--- src/gate_timing_pkg.sv ---
// Constants and types shared by the intensifier gate trigger timing block
package gate_timing_pkg;

    // ------------------------------------------------------------------
    // Clock
    // ------------------------------------------------------------------
    localparam int CLK_PERIOD_NS   = 100;
    localparam int CLK_KHZ         = 10000;

    // ------------------------------------------------------------------
    // Fixed timing (times as printed, counts derived)
    // ------------------------------------------------------------------
    localparam int DEAD_TIME_NS    = 500;
    localparam int DEAD_CYC        = (DEAD_TIME_NS + CLK_PERIOD_NS - 1) / CLK_PERIOD_NS;
    localparam int MIN_SUM_NS      = 1000;
    localparam int MIN_SUM_CYC     = (MIN_SUM_NS + CLK_PERIOD_NS - 1) / CLK_PERIOD_NS;
    localparam int SHORT_EXP_NS    = 20;
    localparam int MON_LEAD_NS     = 60;
    localparam int MON_LEAD_CYC    = (MON_LEAD_NS + CLK_PERIOD_NS - 1) / CLK_PERIOD_NS;
    localparam int SHORT_MON_NS    = 100;
    localparam int SHORT_MON_CYC   = SHORT_MON_NS / CLK_PERIOD_NS;
    localparam int SYS_DELAY_NS    = 300;
    localparam int SYS_DELAY_CYC   = (SYS_DELAY_NS + CLK_PERIOD_NS - 1) / CLK_PERIOD_NS;
    localparam int LED_HOLD_MS     = 100;
    localparam int LED_HOLD_CYC    = LED_HOLD_MS * CLK_KHZ;

    // ------------------------------------------------------------------
    // Widths and reset values
    // ------------------------------------------------------------------
    localparam int SET_W           = 16;
    localparam int LINK_CH         = 4;
    localparam int LED_CNT_W       = 24;
    localparam logic [SET_W-1:0] CNT_RESET = 16'h0000;

    // ------------------------------------------------------------------
    // Enumerations
    // ------------------------------------------------------------------
    typedef enum logic [1:0] {
        SRC_SOFTWARE   = 2'b00,
        SRC_ELECTRICAL = 2'b01,
        SRC_OPTICAL    = 2'b10,
        SRC_UNUSED     = 2'b11
    } trig_src_t;

    typedef enum logic [2:0] {
        S_IDLE = 3'b000,
        S_SYS  = 3'b001,
        S_DLY1 = 3'b010,
        S_EXP1 = 3'b011,
        S_DLY2 = 3'b100,
        S_EXP2 = 3'b101,
        S_XFER = 3'b110
    } seq_state_t;

endpackage : gate_timing_pkg

--- src/gate_trigger_timing.sv ---
// Trigger acceptance, exposure sequencing and gate/indicator outputs
//
// What this block does
// - Paired mode: second delay holds 500ns dead time
// - Fixed system and pulser delay always added
// - Trigger from software, electrical or optical input
// - Red trigger indicator lights on incoming electrical or optical trigger edge, not on software trigger
// - Four link inputs each show data activity
// - Gate monitor leads on and off by one 100ns cycle
// - Short exposures in single mode give fixed 100ns monitor pulse
// - Low gate inhibit suppresses photocathode on-time
// - Busy output; triggers ignored while busy
// - Busy polarity follows selected trigger edge
// - Transfer indicator high during image transfer
// - Green indicator shows link established
// - Red indicator shows DMA transfer activity
module gate_trigger_timing
    import gate_timing_pkg::*;
#(
    parameter int LED_HOLD = LED_HOLD_CYC
) (
    // Clock and reset
    input  wire logic               clk,
    input  wire logic               rst,
    // Trigger sources and selection
    input  wire logic               sw_trigger,
    input  wire logic               external_trigger_in,
    input  wire logic               optical_trigger_in,
    input  wire logic [1:0]         trigger_source,
    input  wire logic               trigger_falling,
    // Exposure settings, in clock cycles; exposure 0 means below 20ns
    input  wire logic               paired_mode,
    input  wire logic [SET_W-1:0]   delay1,
    input  wire logic [SET_W-1:0]   exposure1,
    input  wire logic [SET_W-1:0]   delay2,
    input  wire logic [SET_W-1:0]   exposure2,
    input  wire logic [SET_W-1:0]   transfer_len,
    // Gate inhibit and link status pins
    input  wire logic               gate_inhibit_in_n,
    input  wire logic [LINK_CH-1:0] link_activity_in,
    input  wire logic               link_ok_in,
    input  wire logic               dma_active_in,
    // Gate and sequencing outputs
    output logic                    cathode_on,
    output logic                    gate_monitor,
    output logic                    busy_out,
    output logic                    transfer_out,
    output logic                    setting_invalid,
    // Indicators
    output logic                    trigger_led,
    output logic [LINK_CH-1:0]      link_led,
    output logic                    link_ok_led,
    output logic                    dma_led
);

    // ------------------------------------------------------------------
    // Pin synchronisers
    // ------------------------------------------------------------------
    logic [1:0] ext_s_q, opt_s_q, inh_s_q, ok_s_q, dma_s_q;
    logic       sel_prev_q;

    always_ff @(posedge clk or posedge rst) begin
        if (rst) begin
            ext_s_q <= 2'h0;
            opt_s_q <= 2'h0;
            inh_s_q <= 2'h3;
            ok_s_q  <= 2'h0;
            dma_s_q <= 2'h0;
        end else begin
            ext_s_q <= {ext_s_q[0], external_trigger_in};
            opt_s_q <= {opt_s_q[0], optical_trigger_in};
            inh_s_q <= {inh_s_q[0], gate_inhibit_in_n};
            ok_s_q  <= {ok_s_q[0], link_ok_in};
            dma_s_q <= {dma_s_q[0], dma_active_in};
        end
    end

    // ------------------------------------------------------------------
    // Trigger selection and edge detection
    // ------------------------------------------------------------------
    logic sel_level, ext_edge, trig_event, invalid_d;
    seq_state_t state_q, state_d;

    always_comb begin
        unique case (trigger_source)
            SRC_ELECTRICAL: sel_level = ext_s_q[1];
            SRC_OPTICAL:    sel_level = opt_s_q[1];
            default:        sel_level = 1'b0;
        endcase
    end

    always_ff @(posedge clk or posedge rst) begin
        if (rst) begin
            sel_prev_q <= 1'b0;
        end else begin
            sel_prev_q <= sel_level;
        end
    end

    // Edge per selection; optical pulses shorter than a cycle may be missed
    assign ext_edge = trigger_falling ? (sel_prev_q & ~sel_level) : (~sel_prev_q & sel_level);

    assign trig_event = (state_q == S_IDLE) && !invalid_d &&
                        ((trigger_source == SRC_SOFTWARE) ? sw_trigger : ext_edge);

    // ------------------------------------------------------------------
    // Paired-mode setting check
    // ------------------------------------------------------------------
    logic [SET_W+1:0] sum_w;
    assign sum_w = {2'b00, delay1} + {2'b00, exposure1} + {2'b00, delay2};

    // Refuse sub-20ns exposures; dead time caps pulse rate at 2 MHz
    // Second delay must cover the dead time
    assign invalid_d = paired_mode &&
                       ((exposure1 == CNT_RESET) || (exposure2 == CNT_RESET) ||
                        (delay2 < SET_W'(DEAD_CYC)) || (sum_w < (SET_W+2)'(MIN_SUM_CYC)));

    // ------------------------------------------------------------------
    // Exposure sequencer
    // ------------------------------------------------------------------
    logic [SET_W-1:0] cnt_q, cnt_d;

    function automatic logic [SET_W-1:0] at_least_one(input logic [SET_W-1:0] v);
        at_least_one = (v == CNT_RESET) ? 16'h0001 : v;
    endfunction : at_least_one

    always_comb begin
        state_d = state_q;
        cnt_d   = cnt_q - 16'h0001;
        unique case (state_q)
            S_IDLE: begin
                cnt_d = CNT_RESET;
                if (trig_event) begin
                    state_d = S_SYS;
                    cnt_d   = SET_W'(SYS_DELAY_CYC);
                end
            end
            S_SYS: if (cnt_q == 16'h0001) begin
                state_d = S_DLY1;
                cnt_d   = at_least_one(delay1);
            end
            S_DLY1: if (cnt_q == 16'h0001) begin
                state_d = S_EXP1;
                // Short exposure gives one 100ns cycle
                cnt_d   = (exposure1 == CNT_RESET) ? SET_W'(SHORT_MON_CYC) : exposure1;
            end
            S_EXP1: if (cnt_q == 16'h0001) begin
                state_d = paired_mode ? S_DLY2 : S_XFER;
                cnt_d   = paired_mode ? at_least_one(delay2) : at_least_one(transfer_len);
            end
            S_DLY2: if (cnt_q == 16'h0001) begin
                state_d = S_EXP2;
                cnt_d   = exposure2;
            end
            S_EXP2: if (cnt_q == 16'h0001) begin
                state_d = S_XFER;
                cnt_d   = at_least_one(transfer_len);
            end
            S_XFER: if (cnt_q == 16'h0001) state_d = S_IDLE;
            // Unused code falls back to idle, which clears the counter
            default: state_d = S_IDLE;
        endcase
    end

    always_ff @(posedge clk or posedge rst) begin
        if (rst) begin
            state_q <= S_IDLE;
            cnt_q   <= CNT_RESET;
        end else begin
            state_q <= state_d;
            cnt_q   <= cnt_d;
        end
    end

    // ------------------------------------------------------------------
    // Gate monitor and photocathode drive
    // ------------------------------------------------------------------
    // Monitor high one cycle ahead of the cathode, both edges
    always_ff @(posedge clk or posedge rst) begin
        if (rst) begin
            gate_monitor <= 1'b0;
            cathode_on   <= 1'b0;
        end else begin
            gate_monitor <= (state_d == S_EXP1) || (state_d == S_EXP2);
            // Inhibit pin gates the cathode, sampled after two flops
            cathode_on   <= gate_monitor && inh_s_q[1];
        end
    end

    // ------------------------------------------------------------------
    // Busy, transfer and setting status outputs
    // ------------------------------------------------------------------
    // Busy level inverted for falling-edge triggering
    always_ff @(posedge clk or posedge rst) begin
        if (rst) begin
            busy_out        <= 1'b0;
            transfer_out    <= 1'b0;
            setting_invalid <= 1'b0;
        end else begin
            busy_out        <= (state_d != S_IDLE) ^ trigger_falling;
            transfer_out    <= (state_d == S_XFER);
            setting_invalid <= invalid_d;
        end
    end

    // ------------------------------------------------------------------
    // Indicators
    // ------------------------------------------------------------------
    logic [LED_CNT_W-1:0] led_cnt_q;

    // Stretch so a single trigger is visible
    always_ff @(posedge clk or posedge rst) begin
        if (rst) begin
            led_cnt_q   <= 24'h000000;
            trigger_led <= 1'b0;
        end else begin
            if (ext_edge) begin
                led_cnt_q <= LED_CNT_W'(LED_HOLD);
            end else if (led_cnt_q != 24'h000000) begin
                led_cnt_q <= led_cnt_q - 24'h000001;
            end
            trigger_led <= ext_edge || (led_cnt_q > 24'h000001);
        end
    end

    // One activity indicator per link channel
    for (genvar ch = 0; ch < LINK_CH; ch++) begin : g_link
        logic [1:0] act_s_q;
        always_ff @(posedge clk or posedge rst) begin
            if (rst) begin
                act_s_q     <= 2'h0;
                link_led[ch] <= 1'b0;
            end else begin
                act_s_q     <= {act_s_q[0], link_activity_in[ch]};
                link_led[ch] <= act_s_q[1];
            end
        end
    end

    always_ff @(posedge clk or posedge rst) begin
        if (rst) begin
            link_ok_led <= 1'b0;
            dma_led     <= 1'b0;
        end else begin
            link_ok_led <= ok_s_q[1];
            dma_led     <= dma_s_q[1];
        end
    end
endmodule : gate_trigger_timing

--- config.mk ---
export PLATFORM = sky130hd
export DESIGN_NAME = gate_trigger_timing
export DESIGN_NICKNAME = d
export VERILOG_FILES = /design/src/gate_timing_pkg.sv /design/src/gate_trigger_timing.sv
export SDC_FILE = /design/constraint.sdc
export NUM_CORES = 1
export LEC_CHECK = 0
export CAP_MARGIN = 20
export CORE_ASPECT_RATIO = 2
export CORE_UTILIZATION = 60
export DETAILED_ROUTE_END_ITERATION = 8
export DONT_BUFFER_PORTS = 1
export MAX_ROUTING_LAYER = met4
export PLACE_DENSITY = 0.86
export SLEW_MARGIN = 10
export SYNTH_ARGS = -nofsm -noshare
export SYNTH_HDL_FRONTEND = slang
export SYNTH_SLANG_ARGS = --single-unit
--- constraint.sdc ---
create_clock -name clk -period 3.16 [get_ports clk]
set_input_delay 0.79 -clock clk [delete_from_list [all_inputs] [get_ports clk]]
set_output_delay 0.79 -clock clk [all_outputs]
set_load 0.01 [all_outputs]
After elaboration in Yosys (flattened, before gate mapping)
Cells that the tools add are included.
{ "word_totals": {"out_inout_bits": 12, "elab_cells": 95, "register_bits": 74, "input_bits": 96} }
{ "op_classes": {"n_bitwise": 5, "reduce_logical": 20, "mux": 26, "magnitude_cmp": 3, "n_addsub": 4, "eq_ne": 12} }
{ "op_table": {"columns": ["cell", "n"], "rows": [
  ["16-bit two-way mux", 10],
  ["16-bit one-hot mux with 6 select lines", 1],
  ["16-bit zero test", 5],
  ["24-bit two-way mux", 2],
  ["24-bit by 1-bit > comparator with 1-bit output, second input constant", 1],
  ["24-bit nonzero test", 1],
  ["24-bit by 1-bit subtractor with 24-bit output, second input constant", 1],
  ["3-bit two-way mux", 7],
  ["3-bit one-hot mux with 7 select lines", 1],
  ["17-bit by 16-bit adder with 18-bit output", 1],
  ["18-bit by 4-bit less-than comparator with 1-bit output, second input constant", 1],
  ["16-bit by 16-bit adder with 17-bit output", 1],
  ["16-bit by 1-bit equality test with 1-bit output, second input constant", 1],
  ["16-bit by 3-bit less-than comparator with 1-bit output, second input constant", 1],
  ["16-bit by 1-bit subtractor with 16-bit output, second input constant", 1],
  ["3-bit equality test, second input constant", 5],
  ["3-bit by 2-bit equality test with 1-bit output, second input constant", 3],
  ["1-bit logical OR", 5],
  ["1-bit logical AND", 4],
  ["2-bit two-way mux", 2],
  ["3-bit by 1-bit equality test with 1-bit output, second input constant", 1],
  ["3-bit zero test", 1],
  ["3-bit nonzero test", 1],
  ["1-bit bitwise AND", 2],
  ["other kinds (9)", 11]
]} }

Logic depth before layout (Yosys ltp)
{ "depth": {"ltp_word": 12, "mapped_depth": 14, "depth_no_buf": 14} }

Least setup slack after synthesis
Ideal clock, no wire load.
{ "synth_path": {"path_kind": "input port to flip-flop", "from": "input port delay1[11]", "to": "register busy_out", "setup_slack_ps": -563, "n_path_buf": 1, "arrival_time_ps": 3637, "cell_stages": 11, "required_ps": 3073, "setup_ps": 87, "cell_sequence": "fa_1 ha_1 buf_6 a21oi_4 o21ai_2 a311o_1 or4_4 a2111oi_4 nand4_1 o31a_1 o211ai_1"} }
{ "synth_via": {"elab_chain_cells": 12} }
{ "synth_lines": {"columns": ["element", "line", "source"], "rows": [
  ["start, declared", "gate_trigger_timing.sv:33", "input wire logic [SET_W-1:0] delay1,"],
  ["16-bit by 16-bit adder with 17-bit output", "gate_trigger_timing.sv:110", "assign sum_w = {2'b00, delay1} + {2'b00, exposure1} + {2'b00, delay2};"],
  ["17-bit by 16-bit adder with 18-bit output", "gate_trigger_timing.sv:110", null],
  ["18-bit by 4-bit less-than comparator with 1-bit output", "gate_trigger_timing.sv:116", "(delay2 < SET_W'(DEAD_CYC)) || (sum_w < (SET_W+2)'(MIN_SUM_CYC)));"],
  ["1-bit logical OR", "gate_trigger_timing.sv:116", null],
  ["1-bit logical AND", "gate_trigger_timing.sv:114", "assign invalid_d = paired_mode &&"],
  ["1-bit zero test", "gate_trigger_timing.sv:103", "assign trig_event = (state_q == S_IDLE) && !invalid_d &&"],
  ["1-bit logical AND (2 in a row)", "gate_trigger_timing.sv:103", null],
  ["3-bit two-way mux", "gate_trigger_timing.sv:133", "if (trig_event) begin"],
  ["3-bit one-hot mux with 7 select lines", "gate_trigger_timing.sv:130", "unique case (state_q)"],
  ["3-bit nonzero test", "gate_trigger_timing.sv:200", "busy_out <= (state_d != S_IDLE) ^ trigger_falling;"],
  ["1-bit XOR", "gate_trigger_timing.sv:200", null],
  ["end signal, assigned", "gate_trigger_timing.sv:200", null],
  ["end, declared", "gate_trigger_timing.sv:46", "output logic busy_out,"]
]} }
Every way passes these cells.
A chain may end at the register's enable or synchronous reset.

Final worst setup path
{ "layout_path": {"from": "input port delay1[9]", "to": "register state_q[0]"} }
{ "layout_via": {"elab_chain_cells": 10} }
{ "layout_lines": {"columns": ["element", "line", "source"], "rows": [
  ["16-bit by 16-bit adder with 17-bit output", "gate_trigger_timing.sv:110", null],
  ["17-bit by 16-bit adder with 18-bit output", "gate_trigger_timing.sv:110", null],
  ["18-bit by 4-bit less-than comparator with 1-bit output", "gate_trigger_timing.sv:116", null],
  ["1-bit logical OR", "gate_trigger_timing.sv:116", null],
  ["1-bit logical AND", "gate_trigger_timing.sv:114", null],
  ["1-bit zero test", "gate_trigger_timing.sv:103", null],
  ["1-bit logical AND (2 in a row)", "gate_trigger_timing.sv:103", null],
  ["3-bit two-way mux", "gate_trigger_timing.sv:133", null],
  ["3-bit one-hot mux with 7 select lines", "gate_trigger_timing.sv:130", null],
  ["net state_d[0]", "gate_trigger_timing.sv:82", "seq_state_t state_q, state_d;"],
  ["end signal, assigned", "gate_trigger_timing.sv:170", "state_q <= state_d;"],
  ["end, declared", "gate_trigger_timing.sv:82", null]
]} }
The timed path passes the listed nets, and every way through them passes these cells.

==> PnR_summary.wiki <==
{| class="wikitable"
! Metric !! Value
|-
| Run status || finished with violations
|-
| Violations in the final reports || setup timing
|-
| Number of nets in the finished design || approximately 820
|-
| Effective utilization at floorplan || 0.617
|-
| Post-synth design cell area || 5560 um^2
|-
| Filler instances || approximately 650
|-
| Count of input and output buffers || 0
|-
| Proportion of netlist area held by the largest area contributor || 0.324
|-
| Num rows || 49
|-
| Final routed wire length divided by cell count || roughly 25 um
|-
| RSZ-0062 raised after global routing || yes
|-
| Finished Cell Area || 6540 um^2
|-
| Power Density || just under 500 nW/um^2
|-
| Largest net degree at the start of global routing || 51
|-
| Number of buffers created by CTS || 9
|-
| Dominant cells by area after synthesis || sky130_fd_sc_hd__dfrtp_1 (32%), sky130_fd_sc_hd__fa_1 (5.8%), sky130_fd_sc_hd__ha_1 (5.2%)
|-
| Class of the worst hold path || flop to flop
|-
| Cell count of the worst reg-to-reg path || 8
|-
| Hold Crit Start || ext_s_q[0]
|-
| Portion of the post-synthesis area used by sequential elements || 0.333
|-
| Total of max-cap violations || 0
|-
| Worst ir drop on vdd || around 0.00036 V
|-
| Post-layout utilization of the core || 0.725
|-
| Vias/cell || 7.06
|-
| Flop and latch count out of synthesis || 74
|-
| Number of antenna violations at the first check in global routing || 0
|-
| Fmax || 0.295 GHz
|-
| Die width || 70.1 um
|-
| Type of destination of the critical path || flop
|-
| Top-Level Pins || 108
|-
| Number of enable-type register cells in the synthesized netlist || 0
|-
| Share of post-route cells with drive strength above 1 || 0.192
|-
| Max transition margin || 0.588
|-
| Critical path data arrival time || 3.61 ns
|-
| Tightest Pin Transition || 0.612 ns
|-
| Number of diodes added for antenna fixing || 0
|-
| Worst skew pair latency || 0.34 ns
|-
| Clk pin slew, worst setup/hold paths || 0.06 ns
|-
| Synth Net Count || 766
|-
| Global placer's final weighted congestion || 1.06
|-
| Vertical die dimension || 138 um
|-
| Start of the worst register-to-register path || cnt_q[7]
|-
| Count of synthesis-stage warnings from yosys || 0
|-
| Endpoint of the lowest-slack register-to-register path || cnt_q[8]
|-
| Number of hold-repair buffers added at the cts stage || 0
|-
| Kind of critical path || primary input to flop
|-
| Setup clock skew after layout || 0.00709 ns
|-
| Wire length of the first global-routing pass || 30.4 mm
|-
| DRT Wirelength || 19.8 mm
|-
| Synthesized netlist cell count || ~630
|-
| Setup slack after layout || -0.227 ns
|-
| Static leakage || 2.73 nW
|-
| Hold Path Cell Cnt || 0
|-
| Depth of the CTS H-tree || 3
|-
| TritonCTS clock tree || built
|-
| DR DRC count || 0
|-
| Post-Route Setup TNS || -0.929 ns
|-
| CTS sink count || 74
|-
| Number of vias after detailed routing || 5602
|-
| Number of unique standard cell types used by synthesis || 74
|-
| CP Data Required Time || approximately 3.4 ns
|-
| Share of async-settable or async-resettable flops after synthesis || 1.00
|-
| Worst-path fanout max || 3
|-
| Iteration count of the initial detailed-routing pass || 7
|-
| Half-perimeter wire length after detailed placement || approximately 15 mm
|-
| Root cell of the clock tree || sky130_fd_sc_hd__clkbuf_16
|-
| Remaining Overflow, GRT || 0
|-
| Nature of the critical path startpoint || primary input
|-
| Core area || 9010 um^2
|-
| Min Tclk post-route || 3.39 ns
|-
| Die Outline Area || 9680 um^2
|-
| Max Root-Sink Buffers || 2
|-
| Remaining antenna violation count || 0
|-
| Mapped Avg Cell Area || around 8.8 um^2
|-
| Slew Limit Fails || 0
|-
| Final hold viol count || 0
|-
| Hold worst-path end || ext_s_q[1]
|-
| Detailed router's first-iteration violation count || roughly 500
|-
| Internal reg-to-reg setup slack || 0.13 ns
|-
| Post-Place Cell Area || a little over 6000 um^2
|-
| Predominant post-synthesis flop cell || sky130_fd_sc_hd__dfrtp_1
|-
| Number of endpoints failing setup at the final stage || 5
|-
| Largest area contributor in the synthesized netlist || sky130_fd_sc_hd__dfrtp_1
|-
| Gr usage total || 0.424
|-
| Period Utilization, post-route || 1.07
|-
| Via count of the first global-routing pass || about 5800
|-
| Area growth syn-to-layout || 17.6%
|}
==> cell usage after synthesis, drive strengths merged (8+ instances only) <==
master  number
a22oi        8
xor2        15
o21ai       48
dfrtp       72
xnor2       23
ha          23
nor2        63
nand2       55
inv         22
nor4        28
nor3        24
fa          16
a21oi       43
clkbuf      22
nand4        9
nand3       15
o22ai       10
==> cell families after synthesis <==
| kind of cell | Yosys count | synth area share |
|---|---|---|
| XOR/XNOR | 38 | 0.0599 |
| adder cells (fa/ha/maj) | 39 | 0.109 |
| buffers and inverters | 55 | 0.0486 |
| multiplexers | 11 | 0.0212 |
| AO/OA/AOI/OAI | 182 | 0.220 |
| AND/OR/NAND/NOR | 232 | 0.208 |
| flip-flops | 74 | 0.333 |
==> layer usage <==
metal  GRT usage  share of wire  vias to the layer above
met4       0.319          0.088                        0
met5           -              0                        -
met1       0.417           0.32                     2654
met2       0.722           0.51                      385
met3      0.0773          0.081                      122
li1            -              -                     2441
==> registers in the layout (all words and copies together) (netlist names) <==
register	count
busy_out	1
cathode_on	1
cnt_q	16
dma_led	1
dma_s_q	2
ext_s_q	2
g_link.act_s_q	8
gate_monitor	1
inh_s_q	2
led_cnt_q	24
link_led	4
link_ok_led	1
ok_s_q	2
opt_s_q	2
sel_prev_q	1
setting_invalid	1
state_q	3
transfer_out	1
trigger_led	1
==> cell usage in the layout, fill, tap and decap left out, types with 7 or more instances in the layout <==
| cell type | Yosys | final |
|---|---|---|
| sky130_fd_sc_hd__nor2_1 | 63 | 63 |
| sky130_fd_sc_hd__xor2_1 | 15 | 15 |
| sky130_fd_sc_hd__dfrtp_1 | 72 | 72 |
| sky130_fd_sc_hd__a22oi_1 | 8 | 8 |
| sky130_fd_sc_hd__nand3_1 | 15 | 15 |
| sky130_fd_sc_hd__o22ai_1 | 10 | 8 |
| sky130_fd_sc_hd__a31oi_1 | 7 | 7 |
| sky130_fd_sc_hd__a21oi_1 | 42 | 38 |
| sky130_fd_sc_hd__fa_1 | 16 | 13 |
| sky130_fd_sc_hd__nand4_1 | 9 | 9 |
| sky130_fd_sc_hd__nand2_1 | 55 | 54 |
| sky130_fd_sc_hd__ha_1 | 23 | 15 |
| sky130_fd_sc_hd__o21ai_0 | 45 | 45 |
| sky130_fd_sc_hd__buf_4 | 0 | 74 |
| sky130_fd_sc_hd__xnor2_1 | 23 | 23 |
| sky130_fd_sc_hd__inv_1 | 22 | 20 |
| sky130_fd_sc_hd__clkbuf_16 | 0 | 9 |
| sky130_fd_sc_hd__nor4_1 | 27 | 27 |
| sky130_fd_sc_hd__ha_4 | 0 | 7 |
| sky130_fd_sc_hd__nor3_1 | 24 | 24 |
==> how the worst max path moves through the flow <==
stage,startpoint,endpoint,slack [ns],depth (start not counted)
2_1_floorplan,delay1[14],busy_out,-0.36,11
3_3_place_gp,delay1[1],state_q[0],-0.55,15
3_5_place_dp,delay1[14],state_q[0],-0.58,11
4_1_cts,delay1[9],state_q[0],-0.16,11
5_1_grt,delay1[7],state_q[0],-0.30,11
6_report,delay1[9],state_q[0],-0.23,11
==> cell type report <==
type	count	area, um^2	share of cell area
Multi-Input combinational cell	502	3600	0.551
Sequential cell	74	1850	0.284
Timing Repair Buffer	75	576	0.0880
Clock buffer	10	229	0.0350
Tap cell	102	128	0.0195
Inverter	24	90.1	0.0138
Clock inverter	6	58.8	0.00900
==> worst max-delay path: stages <==
cell	delay [ns]
sky130_fd_sc_hd__fa_1	0.57
sky130_fd_sc_hd__ha_4	0.21
sky130_fd_sc_hd__a21oi_2	0.18
sky130_fd_sc_hd__o21ai_2	0.08
sky130_fd_sc_hd__a311o_1	0.31
sky130_fd_sc_hd__or4_4	0.52
sky130_fd_sc_hd__a2111oi_4	0.41
sky130_fd_sc_hd__nand4_1	0.17
sky130_fd_sc_hd__o21ai_1	0.15
sky130_fd_sc_hd__buf_4	0.15
sky130_fd_sc_hd__o21ai_1	0.06
==> where the power goes <==
part,internal [mW],leakage (nW),total (mW),switching [mW]
sequential,1.04,0.860,1.13,0.0917
combinational,0.532,1.72,1.10,0.565
clock,0.606,0.146,0.986,0.380
==> through the flow <==
step	setup slack, ns	hold slack (ns)	cells	total power [mW]
6_report	-0.227	0.347	793	3.22
5_1_grt	-0.298	0.349	793	3.35
4_1_cts	-0.162	0.347	790	3.16
3_5_place_dp	-0.578	0.335	773	2.12
3_3_place_gp	-0.549	0.331	773	2.09
2_1_floorplan	-0.360	0.331	631	1.80
==> repair_timing <==
item / 4_1_cts / 5_1_grt
setup buffers: 1 / 3
endpoints found under the setup margin: 5 / 8
resized for setup: 12 / 12
pin swaps: 10 / 16
Note: power is estimated with default switching activity, not from simulation.
